$ cat src/design/synth_port_map.svh
// offsets, field positions, reset values and counts of the serial load port
// assumes a 200 MHz core clock and a 32-bit APB with byte addresses
// Summary of operation
// shift data in on each serial clock rise
// host sends each word MSB first
// two low bits pick destination latch
// strobe rise copies word into one latch
// enable low: power down, pump high-z
// enable high powers up unless power-down bit
// monitor pin shows lock or divided input
// pump pulses only while enabled
// host keeps strobe low while shifting
`ifndef SYNTH_PORT_MAP_SVH
`define SYNTH_PORT_MAP_SVH

`define WORD_W 24
`define DIV_W 14
`define LOCK_W 8
`define LOCK_COUNT 8'h20

// apb byte offsets
`define OFS_CTRL 8'h00
`define OFS_STATUS 8'h04
`define OFS_LATCH0 8'h10
`define OFS_LATCH1 8'h14
`define OFS_LATCH2 8'h18
`define OFS_LATCH3 8'h1C

// ctrl fields
`define CTRL_SW_PD 0
`define CTRL_RESET 32'h0000_0000

// status fields
`define STAT_POWERED 0
`define STAT_LOCK 1
`define STAT_CHIP_EN 2

// latch word fields
`define CTL_LSB 0
`define CTL_MSB 1
`define REF_DIV_LSB 2
`define REF_DIV_MSB 15
`define RF_DIV_LSB 8
`define RF_DIV_MSB 21
`define FN_PD_BIT 3
`define FN_MON_LSB 4
`define FN_MON_MSB 5
`define LATCH_REF 2'h0
`define LATCH_RF 2'h1
`define LATCH_FN 2'h2
`define LATCH_RESET 24'h00_0000

`endif

$ cat src/design/synth_port_pkg.sv
// types shared by the serial load port modules
// assumes synth_port_map.svh is included first
`include "synth_port_map.svh"
package synth_port_pkg;
    typedef enum logic [1:0] {
        MON_LOCK,
        MON_RF_DIV,
        MON_REF_DIV,
        MON_LOW
    } mon_sel_t;

    typedef struct packed {
        logic sclk_prev;
        logic strobe_prev;
        logic [`WORD_W-1:0] word;
        logic load;
        logic [`WORD_W-1:0] load_word;
    } shift_state_t;

    typedef struct packed {
        logic prev;
        logic [`DIV_W-1:0] count;
        logic pulse;
        logic level;
    } div_state_t;

    typedef struct packed {
        logic [3:0][`WORD_W-1:0] latch;
        logic sw_pd;
        logic up;
        logic down;
        logic [`LOCK_W-1:0] lock_cnt;
        logic mon;
        logic pump_up;
        logic pump_down;
        logic [31:0] prdata;
        logic pslverr;
    } core_state_t;
endpackage

$ cat src/design/shift_if.sv
// carries a completed serial word and its load pulse
// assumes one core clock domain on both ends
`include "synth_port_map.svh"
interface shift_if;
    logic [`WORD_W-1:0] word;
    logic load;
    modport src(output word, output load);
    modport dst(input word, input load);
endinterface

$ cat src/design/serial_shift_in.sv
// 24-bit serial shifter with load strobe edge detect
// assumes pins already synchronous to core_clk
`include "synth_port_map.svh"
module serial_shift_in (
    // clock and reset
    input wire logic core_clk,
    input wire logic reset,
    // serial pins
    input wire logic serial_clk,
    input wire logic serial_data,
    input wire logic load_strobe,
    // completed word
    shift_if.src out
);
    synth_port_pkg::shift_state_t q, d;

    always_comb begin
        d = q;
        d.sclk_prev = serial_clk;
        d.strobe_prev = load_strobe;
        d.load = 1'b0;
        // capture on rise
        if (serial_clk && !q.sclk_prev) begin
            d.word = {q.word[`WORD_W-2:0], serial_data};
        end
        // strobe rise loads
        if (load_strobe && !q.strobe_prev) begin
            d.load = 1'b1;
            d.load_word = q.word;
        end
    end

    always_ff @(posedge core_clk) begin
        if (reset) begin
            q <= '0;
        end else begin
            q <= d;
        end
    end

    assign out.word = q.load_word;
    assign out.load = q.load;
endmodule

$ cat src/design/edge_divider.sv
// divides rising edges of an input level by a programmed ratio
// ratio of zero behaves as one
`include "synth_port_map.svh"
module edge_divider (
    // clock and reset
    input wire logic core_clk,
    input wire logic reset,
    // input and ratio
    input wire logic in_level,
    input wire logic [`DIV_W-1:0] ratio,
    // divided output
    output logic pulse,
    output logic level
);
    synth_port_pkg::div_state_t q, d;

    always_comb begin
        d = q;
        d.prev = in_level;
        d.pulse = 1'b0;
        if (in_level && !q.prev) begin
            if (q.count + `DIV_W'(1) >= ratio) begin
                d.count = '0;
                d.pulse = 1'b1;
                d.level = !q.level;
            end else begin
                d.count = q.count + `DIV_W'(1);
            end
        end
    end

    always_ff @(posedge core_clk) begin
        if (reset) begin
            q <= '0;
        end else begin
            q <= d;
        end
    end

    assign pulse = q.pulse;
    assign level = q.level;
endmodule

$ cat src/design/synth_serial_load_port.sv
// serial load port, latches, power control, phase detector and monitor pin
// assumes all pins synchronous to core_clk; apb slave with zero wait states
//
// Our own choices: the address map and the APB interface to the registers.
`include "synth_port_map.svh"
module synth_serial_load_port (
    // clock and reset
    input wire logic core_clk,
    input wire logic reset,
    // serial programming pins
    input wire logic serial_clk,
    input wire logic serial_data,
    input wire logic load_strobe,
    input wire logic chip_enable,
    // frequency inputs
    input wire logic rf_in,
    input wire logic ref_in,
    // pump output, three-state
    output logic pump_up,
    output logic pump_down,
    output logic pump_output_oe,
    // monitor pin
    output logic monitor_output,
    // apb slave
    input wire logic psel,
    input wire logic penable,
    input wire logic pwrite,
    input wire logic [7:0] paddr,
    input wire logic [31:0] pwdata,
    output logic [31:0] prdata,
    output logic pready,
    output logic pslverr
);
    synth_port_pkg::core_state_t q, d;
    synth_port_pkg::mon_sel_t mon_sel;
    shift_if sh();
    logic rf_pulse, rf_level, ref_pulse, ref_level;
    logic powered, locked;
    logic [`WORD_W-1:0] fn_latch;

    serial_shift_in u_shift (
        .core_clk(core_clk),
        .reset(reset),
        .serial_clk(serial_clk),
        .serial_data(serial_data),
        .load_strobe(load_strobe),
        .out(sh.src)
    );

    edge_divider u_rf_div (
        .core_clk(core_clk),
        .reset(reset),
        .in_level(rf_in),
        .ratio(q.latch[`LATCH_RF][`RF_DIV_MSB:`RF_DIV_LSB]),
        .pulse(rf_pulse),
        .level(rf_level)
    );

    edge_divider u_ref_div (
        .core_clk(core_clk),
        .reset(reset),
        .in_level(ref_in),
        .ratio(q.latch[`LATCH_REF][`REF_DIV_MSB:`REF_DIV_LSB]),
        .pulse(ref_pulse),
        .level(ref_level)
    );

    assign fn_latch = q.latch[`LATCH_FN];
    assign mon_sel = synth_port_pkg::mon_sel_t'(fn_latch[`FN_MON_MSB:`FN_MON_LSB]);
    // R06: enable pin and power-down bit
    assign powered = chip_enable && !fn_latch[`FN_PD_BIT] && !q.sw_pd;
    assign locked = (q.lock_cnt == `LOCK_COUNT);

    always_comb begin
        d = q;
        // R04: low bits pick the latch
        if (sh.load) begin
            d.latch[sh.word[`CTL_MSB:`CTL_LSB]] = sh.word;
        end

        // phase detector; both set means aligned, so clear
        if (!powered) begin
            d.up = 1'b0;
            d.down = 1'b0;
        end else begin
            d.up = q.up || ref_pulse;
            d.down = q.down || rf_pulse;
            if (d.up && d.down) begin
                d.up = 1'b0;
                d.down = 1'b0;
            end
        end

        // lock once the detector stays quiet long enough
        if (!powered || q.up || q.down) begin
            d.lock_cnt = '0;
        end else if (!locked) begin
            d.lock_cnt = q.lock_cnt + `LOCK_W'(1);
        end

        // pulses only while enabled
        d.pump_up = powered && q.up;
        d.pump_down = powered && q.down;

        // monitor source select
        case (mon_sel)
            synth_port_pkg::MON_LOCK: d.mon = locked;
            synth_port_pkg::MON_RF_DIV: d.mon = rf_level;
            synth_port_pkg::MON_REF_DIV: d.mon = ref_level;
            default: d.mon = 1'b0;
        endcase

        // apb: read data and error decided in setup, valid in access
        if (psel && !penable) begin
            d.pslverr = 1'b0;
            d.prdata = '0;
            case (paddr)
                `OFS_CTRL: d.prdata[`CTRL_SW_PD] = q.sw_pd;
                `OFS_STATUS: begin
                    d.prdata[`STAT_POWERED] = powered;
                    d.prdata[`STAT_LOCK] = locked;
                    d.prdata[`STAT_CHIP_EN] = chip_enable;
                end
                `OFS_LATCH0: d.prdata[`WORD_W-1:0] = q.latch[0];
                `OFS_LATCH1: d.prdata[`WORD_W-1:0] = q.latch[1];
                `OFS_LATCH2: d.prdata[`WORD_W-1:0] = q.latch[2];
                `OFS_LATCH3: d.prdata[`WORD_W-1:0] = q.latch[3];
                default: d.pslverr = 1'b1;
            endcase
        end
        // latches are read-only; only ctrl takes writes
        if (psel && penable && pwrite && paddr == `OFS_CTRL) begin
            d.sw_pd = pwdata[`CTRL_SW_PD];
        end
    end

    always_ff @(posedge core_clk) begin
        if (reset) begin
            q <= '0;
        end else begin
            q <= d;
        end
    end

    assign pump_up = q.pump_up;
    assign pump_down = q.pump_down;
    // high impedance when powered down
    assign pump_output_oe = powered;
    assign monitor_output = q.mon;
    assign prdata = q.prdata;
    assign pslverr = q.pslverr && psel && penable;
    assign pready = psel && penable;
endmodule

$ cat config.mk
export PLATFORM = sky130hd
export DESIGN_NAME = synth_serial_load_port
export DESIGN_NICKNAME = d
export VERILOG_FILES = /design/src/design/synth_port_pkg.sv /design/src/design/shift_if.sv /design/src/design/serial_shift_in.sv /design/src/design/edge_divider.sv /design/src/design/synth_serial_load_port.sv
export VERILOG_INCLUDE_DIRS = /design/src /design/src/design
export SDC_FILE = /design/constraint.sdc
export NUM_CORES = 1
export LEC_CHECK = 0
export ABC_AREA = 1
export BUFFER_PORTS_ARGS = -buffer_cell sky130_fd_sc_hd__buf_2
export CAP_MARGIN = 20
export CELL_PAD_IN_SITES_DETAIL_PLACEMENT = 0
export CELL_PAD_IN_SITES_GLOBAL_PLACEMENT = 1
export CORE_MARGIN = 2
export CORE_UTILIZATION = 47
export CTS_CLUSTER_SIZE = 25
export DETAILED_ROUTE_END_ITERATION = 10
export GPL_TIMING_DRIVEN = 0
export MAX_ROUTING_LAYER = met4
export PLACE_DENSITY_LB_ADDON = 0.1
export SYNTH_ARGS = -nofsm -noshare
export SYNTH_HDL_FRONTEND = slang
export SYNTH_SLANG_ARGS = --single-unit
$ cat constraint.sdc
create_clock -name core_clk -period 3.8 [get_ports core_clk]
set_input_delay 0.57 -clock core_clk [delete_from_list [all_inputs] [get_ports core_clk]]
set_output_delay 0.57 -clock core_clk [all_outputs]
set_load 0.02 [all_outputs]
After elaboration in Yosys (flattened, before gate mapping)
Cells that the tools add are included.
- logic and storage cells: 96
- register bits: 220
- bits of input ports: 51
- bitwise operators: 3
- mux-type cells: 13
- add/subtract/negate cells: 3
- order comparisons: 4
- eq/ne operators: 8
- reduce and logical (&&, ||, !) cells: 39
- operator list (cell ; number):
    96-bit bitwise mux ; 1
    21-bit case mux with 4 select lines ; 1
    24-bit demux with 2-bit select ; 1
    8-bit by 5-bit equality test with 1-bit output (second input constant) ; 4
    14-bit by 1-bit adder with 14-bit output (second input constant) ; 2
    14-bit greater-or-equal comparator ; 2
    14-bit two-way mux ; 2
    25-bit two-way mux ; 1
    24-bit two-way mux ; 1
    1-bit logical AND ; 16
    1-bit zero test ; 10
    2-bit case mux with 5 select lines ; 1
    8-bit by 1-bit adder with 8-bit output (second input constant) ; 1
    8-bit by 3-bit equality test with 1-bit output (second input constant) ; 1
    8-bit by 6-bit equality test with 1-bit output (second input constant) ; 1
    8-bit zero test ; 1
    1-bit case mux with 6 select lines ; 1
    2-bit OR reduction ; 3
    6-bit OR reduction ; 1
    1-bit logical OR ; 4
    2-bit two-way mux ; 2
    2-bit AND reduction ; 2
    2-bit by 3-bit < comparator with 1-bit output (second input constant) ; 1
    1-bit inverter ; 3
    7 further kinds ; 7

Logic depth before layout (Yosys ltp)
Gate-level depths: netlist (run 1).
- depth after elaboration: 7
- mapped depth: 19

Modules after synthesis
Synthesis (run 1) repeated with hierarchy kept, for this count alone.
- cells, all modules: 1579
- area total of the unflattened synthesis: 10944.2 um2
- modules (own cells, without submodules) (module ; cells each ; area each (um2) ; sequential area each (um2) ; instances):
    synth_serial_load_port ; 834 ; 5963.2 ; 2702.6 ; 1
    edge_divider ; 212 ; 1362.6 ; 340.3 ; 2
    serial_shift_in ; 321 ; 2255.9 ; 1021.0 ; 1

Worst setup path after synthesis (run 1)
No wires, ideal clock.
- kind: register to register
- from: register u_rf_div.q[2] in the netlist's numbering
- to: register u_rf_div.q[8] in the netlist's numbering
- data required time: 3730 ps
- slack: 1448 ps
- period minus slack after synthesis: 2352 ps
- library setup time: 70 ps
- cell stages (with the launch flop): 17
- data arrival time: 2281 ps
- cells stage by stage: dfxtp_1 > ha_1 > nand2_1 > nor2_1 > nand3_1 > xnor2_1 > ha_1 > nand2_1 > inv_1 > nand2_1 > nor2_1 > nor2_1 > nand2_1 > nor2_2 > buf_2 > nand3_1 > a21oi_1
- word-level cells in the longest chain between the ends: 3
- RTL lines (what ; RTL line ; source):
    from (decl) ; edge_divider.sv:15 ; synth_port_pkg::div_state_t q, d;
    from (signal assigned) ; edge_divider.sv:34 ; q <= '0;
    from (signal assigned) ; edge_divider.sv:36 ; q <= d;
    14-bit by 1-bit adder with 14-bit output (*) ; edge_divider.sv:22, edge_divider.sv:27 ;
    14-bit greater-or-equal comparator ; edge_divider.sv:22 ; if (q.count + `DIV_W'(1) >= ratio) begin
    14-bit two-way mux (*) ; edge_divider.sv:22 ;
Every way passes the cells marked *; elsewhere a longest branch is shown, timed or not.
A chain may end at the register's enable or synchronous reset.

Final worst setup path (run 1)
- from: register u_ref_div.q[2] in the netlist's numbering
- to: register u_ref_div.q[11] in the netlist's numbering
- word-level cells in the longest chain between the ends: 3
- RTL lines (what ; RTL line):
    from (decl) ; edge_divider.sv:15
    from (signal assigned) ; edge_divider.sv:34
    from (signal assigned) ; edge_divider.sv:36
    14-bit by 1-bit adder with 14-bit output (*) ; edge_divider.sv:22, edge_divider.sv:27
    14-bit greater-or-equal comparator ; edge_divider.sv:22
    14-bit two-way mux (*) ; edge_divider.sv:22
Marks and branches as above.

==> results.ini, run 1 <==
[floorplan]
core.rowCount=53
initial_core_util_pct=47.8
die_area_mm2=0.0225
die_width_um=150
ios=89
dieHeight_um=150
coreArea_mm2=0.0210

[logic_synthesis]
yosysTopAreaCellShare_pct=44.0
yosys-top-cells-area=dfxtp_1 44%, nor2_1 8.6%, o21ai_0 7.5%, nand3_1 7.0%, a21oi_1 6.5%
syn_area_mm2=0.0100
synth_most_common_cell=nor2_1
synth_top_cell_by_area=dfxtp_1
seq_area_frac_synth_pct=44.0
postSynth.asyncResetShare_pct=0
syn_inst=1392
yosys_register_bits=220
synth_edf_count=0
ys_warn_count=0
ys_dominant_reg_cell=dfxtp_1
synth.distinct_cells=28
yosys-top-cells-count=229 x nor2_1, 220 x dfxtp_1, 170 x nand2_1
avgSynthCellArea_um2=7.19

[layout]
multiInputGateArea_mm2=0.00458
layout.nets=1556
diodes=0
finish.instance_area_mm2=0.0115
layout-drive-gt1-share_pct=9.94
seqCellArea_mm2=0.00440
syn2layout_area_growth_pct=14.4
n_fill_cell=2173

[timing]
hold_viol_final=0
post-route-min-period_ns=2.98
max_freq_mhz=335
relSlewSlack_pct=34.3
finalCritPeriodShare_pct=78.5
setup_tns_ns=0
setup_viol=0
rsz0062_at_grt=no
tightest_slew_ns=0.986
fin_worst_skew_ns=0.00796
slew_violations=0

[cts]
clock_path_buffers=3
clk_pin_slew_ns=0.06
ctsHoldBuffers=0
cts_buffers=24
insertion_delay_ns=0.52
htreeDepth=1
cts_sinks=220
cts_tree=built
cts_root_buffer=clkbuf_16
cts_setup_buffers=0
ctsResizeCount=0

[detailed_routing]
drt.antenna.violating_nets=0
first_iter_violations=671
routedWlPerCell_um=15.7
drc=0
drt-pass1-iter-count=5
route.vias.total=9128
wirelength_mm=27.6
via_per_inst=5.17

[worst_setup_path]
crit_end=u_ref_div.q[11]$_SDFFE_PP0P_
cp_num_cells=16
r2r_cells=16
worstSetupStartpoint=u_ref_div.q[2]$_SDFFE_PP0P_
cpMostUsedCell=nand2_1
r2r_slack_ns=0.82
path_cells=ha_1 > nand2_1 > nor2_1 > nand3_1 > xnor2_1 > ha_1 > nand2_1 > inv_1 > nand2_1 > nor2_1 > nor2_1 > nand2_1 > nor2_2 > buf_2 > nand3_1 > a21oi_1
cp_data_required_time_ns=4.24
end_kind=flip-flop
critPathLaunchType=flip-flop
cpMaxStageDelayCell=dfxtp_1
critPathKind=flip-flop to flip-flop
crit_arrival_ns=3.42
path_buf_inv=2
r2r_end=u_ref_div.q[11]$_SDFFE_PP0P_
cp_slowest_stage_delay_ns=0.43
cp_max_fo=10
timing.rr.start=u_ref_div.q[2]$_SDFFE_PP0P_
crit_family=simple AND/OR/NAND/NOR gates

[run_status]
outcome=completed

[power]
ir_worst_vdd_v=0.000309
p_int_w=0.00406
p_per_area_mw_per_mm2=470
clkPwrFrac_pct=45.8
p_sw_w=0.00133
combPwrFrac_pct=8.3
p_leak_nw=4.82
seqPwrFrac_pct=45.9
p_sw_share_pct=24.7

[global_routing]
first_global_vias=8383
grt_pass1_wl_mm=44.3
grt_use_total_pct=25.8
grt_max_degree=14
grt-ovfl-total=0
antenna_found_initial=0

[placed_design]
gp_congestion=0.944
place_area_mm2=0.0106
hpwlAfterDp_mm=20.7
io_buffer_count=48

[run]
cap_viol_max_count=0

[hold_path]
hold_class=primary input to flip-flop

## cell families after synthesis
kind of cell / Yosys count / synth area share (%)
flip-flops: 220 / 44.0
adder cells (fa/ha/maj): 32 / 4.00
buffers and inverters: 243 / 10.6
AO/OA/AOI/OAI: 287 / 14.5
XOR/XNOR: 23 / 2.01
other: 1 / 0.0375
AND/OR/NAND/NOR: 586 / 24.9
## worst min-delay path by stage
stage                           endpoint  slack, ns  cells past startpoint                  startpoint
2_1_floorplan           q[44]$_SDFF_PP0_       0.40                      1  u_ref_div.pulse$_SDFF_PP0_
3_3_place_gp          q[48]$_SDFFE_PP0P_       0.43                      2          q[48]$_SDFFE_PP0P_
3_5_place_dp         q[134]$_SDFFE_PP0P_       0.44                      2         q[134]$_SDFFE_PP0P_
4_1_cts        u_rf_div.q[16]$_SDFF_PP0_       0.25                      3                       rf_in
5_1_grt        u_rf_div.q[16]$_SDFF_PP0_       0.26                      3                       rf_in
6_report       u_rf_div.q[16]$_SDFF_PP0_       0.26                      3                       rf_in
## through the flow
| step | total power, W | setup WS (ns) | instances | util [%] | hold slack, ns |
|---|---|---|---|---|---|
| detailed placement | 0.00297 | 0.882 | 1722 | 50.7 | 0.438 |
| floorplan | 0.00281 | 1.45 | 1399 | - | 0.399 |
| global route | 0.00561 | 0.481 | 1764 | 54.7 | 0.265 |
| global placement | 0.00296 | 0.906 | 1722 | 50.7 | 0.430 |
| CTS | 0.00542 | 0.846 | 1764 | 54.7 | 0.251 |
| finish | 0.00539 | 0.816 | 1764 | 54.7 | 0.264 |
## cell usage in the layout (no fill, tap or decap), drive strengths merged, types with 8 or more instances in the layout
cell type	instances
nor2	233
dfxtp	220
nand2	170
o21ai	151
nand3	140
inv	137
a21oi	131
buf	101
clkbuf	86
ha	32
nand4	25
nor3	15
xor2	14
xnor2	9
conb	8
## final cells by class
cell class	count	share of cell area, %
plain buffers	105	4.71
clock buffers	34	6.02
clock inverters	8	1.25
inverters	138	4.52
multi-input cells	936	40.0
flip-flops and latches	220	38.4
well taps	275	3.00
repair buffers	48	2.10
## layer usage
| metal | vias to the layer above | routed length [um] | GRT usage, % |
|---|---|---|---|
| li1 | 4673 | - | - |
| met1 | 4140 | 13200 | 36.2 |
| met2 | 269 | 11900 | 39.4 |
| met3 | 46 | 1700 | 3.08 |
| met4 | 0 | 826 | 7.26 |
| met5 | - | 0 | - |
## worst register-to-register path: cells and delay by family (launching register included)
kind | cells | cell delay (ns)
fa+ha+maj | 2 | 0.49
flops | 1 | 0.43
simple gates | 10 | 1.26
compound gates | 1 | 0.13
buf+inv | 2 | 0.34
xor+xnor | 1 | 0.24
## power by group through the flow
stage,Clock (W),Combinational (W),Sequential (W)
floorplan,0,0.000326,0.00248
global placement,0,0.000444,0.00252
detailed placement,0,0.000450,0.00252
CTS,0.00250,0.000451,0.00247
global route,0.00261,0.000518,0.00248
finish,0.00247,0.000448,0.00247
## flip-flops by register name, indices dropped and copies added, names as in the netlist, 15 cells and up
name	count
u_rf_div.q	15
u_shift.q	26
u_shift.out.word	24
fn_latch	24
prdata	24
u_ref_div.q	15
q	84
Power figures use the tool's default switching activity.
==> run 2, diff against run 1 <==
--- a/config.mk
+++ b/config.mk
@@ -6,13 +6,13 @@
 export SDC_FILE = /design/constraint.sdc
 export NUM_CORES = 1
 export LEC_CHECK = 0
-export ABC_AREA = 1
+export ABC_AREA = 0
 export BUFFER_PORTS_ARGS = -buffer_cell sky130_fd_sc_hd__buf_2
 export CAP_MARGIN = 20
 export CELL_PAD_IN_SITES_DETAIL_PLACEMENT = 0
 export CELL_PAD_IN_SITES_GLOBAL_PLACEMENT = 1
 export CORE_MARGIN = 2
-export CORE_UTILIZATION = 47
+export CORE_UTILIZATION = 40
 export CTS_CLUSTER_SIZE = 25
 export DETAILED_ROUTE_END_ITERATION = 10
 export GPL_TIMING_DRIVEN = 0
==> constraint.sdc (replaced) <==
create_clock -name core_clk -period 2.6 [get_ports core_clk]
set_input_delay 0.39 -clock core_clk [delete_from_list [all_inputs] [get_ports core_clk]]
set_output_delay 0.39 -clock core_clk [all_outputs]
set_load 0.02 [all_outputs]
==> results.ini, run 2 <==
[run_status]
outcome=finished with violations
violations=setup timing

[logic_synthesis]
ys_warn_count=0  ; unchanged
syn_area_mm2=0.00972  ; -2.9%
yosys_register_bits=220  ; unchanged
seq_area_frac_synth_pct=45.3  ; +1.3 points
synth_edf_count=0  ; unchanged
ys_dominant_reg_cell=dfxtp_1
synth_top_cell_by_area=dfxtp_1
synth_most_common_cell=nand2_1
yosysTopAreaCellShare_pct=45.3  ; +1.3 points
syn_inst=1200  ; -14%
avgSynthCellArea_um2=8.10  ; +13%
yosys-top-cells-area=dfxtp_1 45%, nand2_1 13%, a21oi_1 8.0%, ha_1 4.1%, buf_4 2.6%
yosys-top-cells-count=330 x nand2_1, 220 x dfxtp_1, 156 x a21oi_1
synth.distinct_cells=67  ; +140%
postSynth.asyncResetShare_pct=0  ; unchanged

[power]
ir_worst_vdd_v=0.000493  ; +60%
p_total_w=0.00709  ; +32%
p_leak_nw=4.50  ; -6.7%
p_per_area_mw_per_mm2=584  ; +24%

[layout]
layout-drive-gt1-share_pct=20.2  ; +10 points
largest_reg_flops=84  ; unchanged
final_util_pct=50.4  ; -4.3 points
layout_commonest_cell=nand2_1
layout_common_cells=326 x nand2_1, 204 x dfxtp_1, 148 x a21oi_1
diodes=0  ; unchanged
reg.largest.list=q: 84 flops, u_shift.q: 26 flops
syn2layout_area_growth_pct=24.9
n_fill_cell=2437  ; +12%
layout.nets=1417  ; -8.9%
regMostFlops=q

[global_routing]
grt_pass1_wl_mm=44.8  ; +1.1%
grt_max_degree=13  ; -1
grt_use_total_pct=22.2  ; -3.6 points
first_global_vias=8034  ; -4.2%
grt-ovfl-total=0  ; unchanged
antenna_found_initial=0  ; unchanged

[worst_setup_path]
r2r_end=u_ref_div.q[4]$_SDFFE_PP0P_
end_kind=flip-flop
critPathKind=flip-flop to flip-flop
cp_max_fo=6  ; -4
worstSetupStartpoint=u_ref_div.q[6]$_SDFFE_PP0P_
timing.rr.start=u_ref_div.q[6]$_SDFFE_PP0P_
crit_end=u_ref_div.q[4]$_SDFFE_PP0P_
r2r_cells=14  ; -2
cp_data_required_time_ns=3.04  ; -1.20 ns
r2r_slack_ns=-0.28  ; -1.10 ns
critPathLaunchType=flip-flop
crit_arrival_ns=3.32  ; -0.10 ns

[detailed_routing]
dr_wl_met2_mm=12.6  ; +6.0%
routedWlPerCell_um=16.8  ; +7.5%
drt-pass1-iter-count=8  ; +3
wirelength_mm=28.2  ; +2.1%
via_per_inst=5.09  ; -1.7%
met1Wirelength_mm=13.7  ; +4.4%
dr_wl_met3_mm=1.28  ; -25%
highest_layer=met4
first_iter_violations=508  ; -24%
drt.antenna.violating_nets=0  ; unchanged
route.vias.total=8526  ; -6.6%
drc=0  ; unchanged

[floorplan]
initial_core_util_pct=40.3  ; -7.4 points
dieHeight_um=160  ; +6.6%
die_area_mm2=0.0256  ; +14%
die_width_um=160  ; +6.6%
ios=89  ; unchanged
coreArea_mm2=0.0241  ; +15%
core.rowCount=57  ; +7.5%

[run]
cap_viol_max_count=0  ; unchanged

[placed_design]
gp_congestion=0.802  ; -15%
io_buffer_count=47  ; -2.1%
hpwlAfterDp_mm=19.7  ; -4.8%

[cts]
ctsHoldBuffers=0  ; unchanged
cts_tree=built
cts_sinks=220  ; unchanged
insertion_delay_ns=0.52  ; about the same
cts_buffers=25  ; +4.2%
cts_root_buffer=clkbuf_16
clock_path_buffers=3  ; unchanged
clk_pin_slew_ns=0.06  ; about the same
htreeDepth=1  ; unchanged

[timing]
setup_viol=32  ; +32
slew_violations=0  ; unchanged
post-route-min-period_ns=2.88  ; -0.100 ns
worst_hold_slack_ns=0.107  ; -0.158 ns
finalCritPeriodShare_pct=111  ; +32 points
rsz0062_at_grt=yes
tightest_slew_ns=0.786  ; -0.200 ns
hold_viol_final=0  ; unchanged
relSlewSlack_pct=47.5  ; +13 points
setup_ws_ns=-0.284  ; -1.10 ns
max_freq_mhz=347  ; +3.5%
fin_worst_skew_ns=0.00647  ; -0.00149 ns

[hold_path]
hold_class=primary input to flip-flop

[run 2: cell types whose count changed after synthesis, moves of 13 or more]
cell,change
a21oi_1,+25
a222oi_1,+21
a22o_1,+25
and3_1,+17
buf_2,-17
inv_1,-95
nand2_1,+160
nand3_1,-110
nand4_1,-21
nor2_1,-183
nor2b_1,+13
o21ai_0,-142
o21ai_1,+21
[run 2: worst min path at each step]
| stage | start | endpoint | slack, ns | cells after the start |
|---|---|---|---|---|
| after floorplan | u_rf_div.pulse$_SDFF_PP0_ | q[45]$_SDFF_PP0_ | 0.39 | 1 |
| after global placement | u_shift.q[49]$_SDFF_PP0_ | u_shift.out.load$_SDFF_PP0_ | 0.42 | 1 |
| after detailed placement | u_shift.q[49]$_SDFF_PP0_ | u_shift.out.load$_SDFF_PP0_ | 0.43 | 1 |
| after CTS | serial_clk | u_shift.q[50]$_SDFF_PP0_ | 0.09 | 2 |
| after global routing | serial_clk | u_shift.q[50]$_SDFF_PP0_ | 0.10 | 2 |
| final | serial_data | u_shift.q[25]$_SDFFE_PP0P_ | 0.11 | 3 |
[run 2: critical path, stage by stage (launching register included)]
cell      delay [ns]
dfxtp_4         0.35
and3_4          0.21
and3_4          0.21
and3_4          0.22
nand3_4         0.09
xnor2_2         0.15
ha_1            0.31
nand4_1         0.12
buf_4           0.15
nor2_4          0.04
a221oi_4        0.27
o311a_4         0.31
buf_6           0.14
a21oi_2         0.05
mux2i_1         0.17
[run 2: report_power, final]
part / leakage, nW / internal [W] / total [W] / switching [W]
clock: 0.389 / 0.00201 / 0.00341 / 0.00140
sequential: 1.79 / 0.00338 / 0.00339 / 0.0000127
combinational: 2.32 / 0.0000754 / 0.000288 / 0.000212
total: 4.50 / 0.00547 / 0.00709 / 0.00162
[run 2: cells by family (layout without fill, tap and decap cells)]
group | after synthesis | in the layout | synth area share [%]
buf+inv | 146 | 290 | 7.22
fa+ha+maj | 32 | 32 | 4.12
compound gates | 263 | 264 | 16.8
other cells | 1 | 8 | 0.0386
xor+xnor | 31 | 31 | 2.79
mux | 13 | 13 | 1.36
flops | 220 | 220 | 45.3
simple gates | 494 | 494 | 22.4
[run 2: area by class of cell]
type                    count  area (um^2)  share of cell area, %
clock inverters             6         58.8                  0.484
inverters                  38          145                   1.20
repair buffers             99          668                   5.50
multi-input cells         842         5100                   42.0
flip-flops and latches    220         4450                   36.6
well taps                 324          405                   3.34
clock buffers              39          728                   6.00
plain buffers             108          587                   4.83
[run 2: stage by stage]
stage / instance area (um^2) / setup WS (ns) / setup TNS, ns / instances
2_1_floorplan: 9940 / -0.0794 / -0.346 / 1207
3_3_place_gp: 10600 / -0.398 / -8.27 / 1578
3_5_place_dp: 10600 / -0.409 / -8.68 / 1578
4_1_cts: 11900 / -0.257 / -5.22 / 1666
5_1_grt: 12100 / -0.414 / -9.64 / 1676
6_report: 12100 / -0.284 / -5.97 / 1676
[run 2: per-layer routing]
layer  track usage [%]  up-vias
li1                  -     4311
met1              31.4     3992
met3              3.01       40
met2              34.3      183
met5                 -        -
met4              4.46        0
[run 2: repair_timing]
item | 4_1_cts | 5_1_grt
endpoints found under the hold margin | 0 | 0
pin swaps | 49 | 42
endpoints found under the setup margin | 32 | 32
buffers inserted | 40 | 12
gates resized for setup | 46 | 44
gates cloned | 3 | 0
==> run 3, diff against run 2 <==
--- a/config.mk
+++ b/config.mk
@@ -13,11 +13,10 @@
 export CELL_PAD_IN_SITES_GLOBAL_PLACEMENT = 1
 export CORE_MARGIN = 2
 export CORE_UTILIZATION = 40
-export CTS_CLUSTER_SIZE = 25
 export DETAILED_ROUTE_END_ITERATION = 10
-export GPL_TIMING_DRIVEN = 0
 export MAX_ROUTING_LAYER = met4
 export PLACE_DENSITY_LB_ADDON = 0.1
+export REMOVE_ABC_BUFFERS = 1
 export SYNTH_ARGS = -nofsm -noshare
 export SYNTH_HDL_FRONTEND = slang
 export SYNTH_SLANG_ARGS = --single-unit
==> results.ini, run 3 (synthesis gave the netlist of run 2 again) <==
[worst_setup_path]
path_cells=and3_4 > and3_4 > and3_4 > nand3_4 > xnor2_2 > ha_1 > nand4_1 > or2_1 > o311a_4 > buf_6 > and3_4 > a221o_1
crit_arrival_ns=3.26  ; -0.06 ns
end_kind=flip-flop
critPathLaunchType=flip-flop
timing.rr.start=u_ref_div.q[6]$_SDFFE_PP0P_
r2r_slack_ns=-0.25  ; +0.03 ns
critPathKind=flip-flop to flip-flop
cpMaxStageDelayCell=o311a_4
cpMostUsedCell=and3_4
cp_slowest_stage_delay_ns=0.34  ; about the same
cp_max_fo=7  ; +1
r2r_end=u_ref_div.q[10]$_SDFFE_PP0P_
cp_data_required_time_ns=3.01  ; -0.03 ns
r2r_cells=12  ; -2

[hold_path]
hp-start=serial_clk
holdPathEnd=u_shift.q[50]$_SDFF_PP0_
whs_path_depth=2  ; -1
hold_class=primary input to flip-flop

[placed_design]
dp_cells=1554  ; -1.5%
place_area_mm2=0.0105  ; -0.64%
hpwlAfterDp_mm=16.2  ; -18%
io_buffer_count=49  ; +4.3%
place_ws_ns=-0.453  ; -0.0444 ns
gp_congestion=0.777  ; -3.1%

[layout]
diodes=0  ; unchanged
largest_reg_flops=84  ; unchanged
n_fill_cell=2425  ; -0.49%
multiInputGateArea_mm2=0.00503  ; -1.3%
reg.largest.list=q: 84 flops, u_shift.q: 26 flops
regMostFlops=q
layout.nets=1359  ; -4.1%
layout.cells.non_filler=1617  ; -3.5%
syn2layout_area_growth_pct=23.9
layout_common_cells=326 x nand2_1, 213 x dfxtp_1, 152 x a21oi_1
finish.instance_area_mm2=0.0120  ; -0.80%
seqCellArea_mm2=0.00441  ; -0.76%
layout-drive-gt1-share_pct=21.0  ; +0.77 points
layout_commonest_cell=nand2_1

[run_status]
outcome=finished with violations
violations=setup timing

[cts]
insertion_delay_ns=0.53  ; about the same
ctsHoldBuffers=0  ; unchanged
clock_path_buffers=3  ; unchanged
cts_buffers=25  ; unchanged
htreeDepth=1  ; unchanged
cts_tree=built
cts_root_buffer=clkbuf_16
cts_sinks=220  ; unchanged
clk_pin_slew_ns=0.06  ; about the same

[detailed_routing]
drt-pass1-iter-count=7  ; -1
first_iter_violations=634  ; +25%
wirelength_mm=26.1  ; -7.5%
routedWlPerCell_um=16.1  ; -4.2%
route.vias.total=8221  ; -3.6%
drt.antenna.violating_nets=0  ; unchanged
drc=0  ; unchanged
via_per_inst=5.08  ; about the same

[timing]
rsz0062_at_grt=yes
slew_violations=0  ; unchanged
setup_ws_ns=-0.254  ; +0.0295 ns
setup_viol=30  ; -6.3%
post-route-min-period_ns=2.85  ; -0.0295 ns
max_freq_mhz=350  ; +1.0%
hold_viol_final=0  ; unchanged
relSlewSlack_pct=32.1  ; -15 points
finalCritPeriodShare_pct=110  ; -1.1 points
tightest_slew_ns=1.01  ; +0.229 ns
fin_worst_skew_ns=0.0126  ; +0.00615 ns

[floorplan]
dieHeight_um=160  ; unchanged
core.rowCount=57  ; unchanged
ios=89  ; unchanged
initial_core_util_pct=40.3  ; unchanged
coreArea_mm2=0.0241  ; unchanged
die_width_um=160  ; unchanged
die_area_mm2=0.0256  ; unchanged

[power]
p_total_w=0.00770  ; +8.5%
ir_worst_vdd_v=0.000482  ; -2.4%
p_leak_nw=4.52  ; +0.47%
p_per_area_mw_per_mm2=639  ; +9.4%

[global_routing]
grt-ovfl-total=0  ; unchanged
first_global_vias=7762  ; -3.4%
antenna_found_initial=0  ; unchanged
grt_use_total_pct=20.7  ; -1.5 points
grt_max_degree=78  ; +65
grt_pass1_wl_mm=41.8  ; -6.7%

[run]
cap_viol_max_count=0  ; unchanged

[run 3: cell count changes in the layout (fill, tap and decap cells not counted), moves of 6 or more]
cell	delta
dfxtp_4	-9
clkbuf_1	-68
dfxtp_1	+9
buf_4	+9
bufinv_16	+6
[run 3: power breakdown]
part	internal (W)	switching [W]	leakage, nW
Combinational	0.0000656	0.000201	2.28
Clock	0.00260	0.00143	0.455
Sequential	0.00339	0.0000133	1.78
Total	0.00605	0.00165	4.52
[run 3: worst max-delay path: cells and delay by family, from the launching register on]
family / cells / cell delay, ns
buf+inv: 1 / 0.14
flops: 1 / 0.33
compound gates: 2 / 0.58
simple gates: 7 / 1.27
fa+ha+maj: 1 / 0.29
xor+xnor: 1 / 0.14
[run 3: area by class of cell]
type | count | share of cell area, %
inverters | 38 | 1.18
well taps | 324 | 3.37
repair buffers | 150 | 9.17
clock buffers | 33 | 5.86
flip-flops and latches | 220 | 36.6
multi-input cells | 841 | 41.8
clock inverters | 11 | 1.98
[run 3: worst max-delay path by stage]
stage | from | end | slack (ns) | cells past startpoint
2_1_floorplan | u_ref_div.q[2]$_SDFFE_PP0P_ | u_ref_div.q[14]$_SDFFE_PP0P_ | -0.51 | 10
3_3_place_gp | u_ref_div.q[6]$_SDFFE_PP0P_ | u_ref_div.q[4]$_SDFFE_PP0P_ | -0.39 | 14
3_5_place_dp | u_ref_div.q[6]$_SDFFE_PP0P_ | u_ref_div.q[8]$_SDFFE_PP0P_ | -0.45 | 11
4_1_cts | u_ref_div.q[5]$_SDFFE_PP0P_ | u_ref_div.q[4]$_SDFFE_PP0P_ | -0.24 | 15
5_1_grt | u_rf_div.q[3]$_SDFFE_PP0P_ | u_rf_div.level$_SDFFE_PP0P_ | -0.39 | 14
6_report | u_ref_div.q[6]$_SDFFE_PP0P_ | u_ref_div.q[10]$_SDFFE_PP0P_ | -0.25 | 12
[run 3: metrics by stage]
| step | hold slack (ns) | TNS [ns] | utilization (%) |
|---|---|---|---|
| final | 0.102 | -4.13 | 50.0 |
| after global routing | 0.105 | -9.20 | 50.0 |
| after CTS | 0.0877 | -4.39 | 49.2 |
| after floorplan | 0.395 | -9.11 | - |
| after global placement | 0.418 | -7.40 | 43.6 |
| after detailed placement | 0.418 | -7.93 | 43.6 |
[run 3: repair_timing]
action / CTS / global route
pin swaps: 47 / 28
endpoints found under the setup margin: 32 / 32
gates cloned: 2 / 0
setup buffers: 11 / 8
resized for setup: 61 / 35
[run 3: layer usage]
metal | track usage (%) | up-vias | routed length, um
li1 | - | 4198 | -
met1 | 27.3 | 3851 | 12400
met2 | 34.4 | 136 | 12400
met3 | 2.39 | 36 | 802
met4 | 4.30 | 0 | 411
met5 | - | - | 0
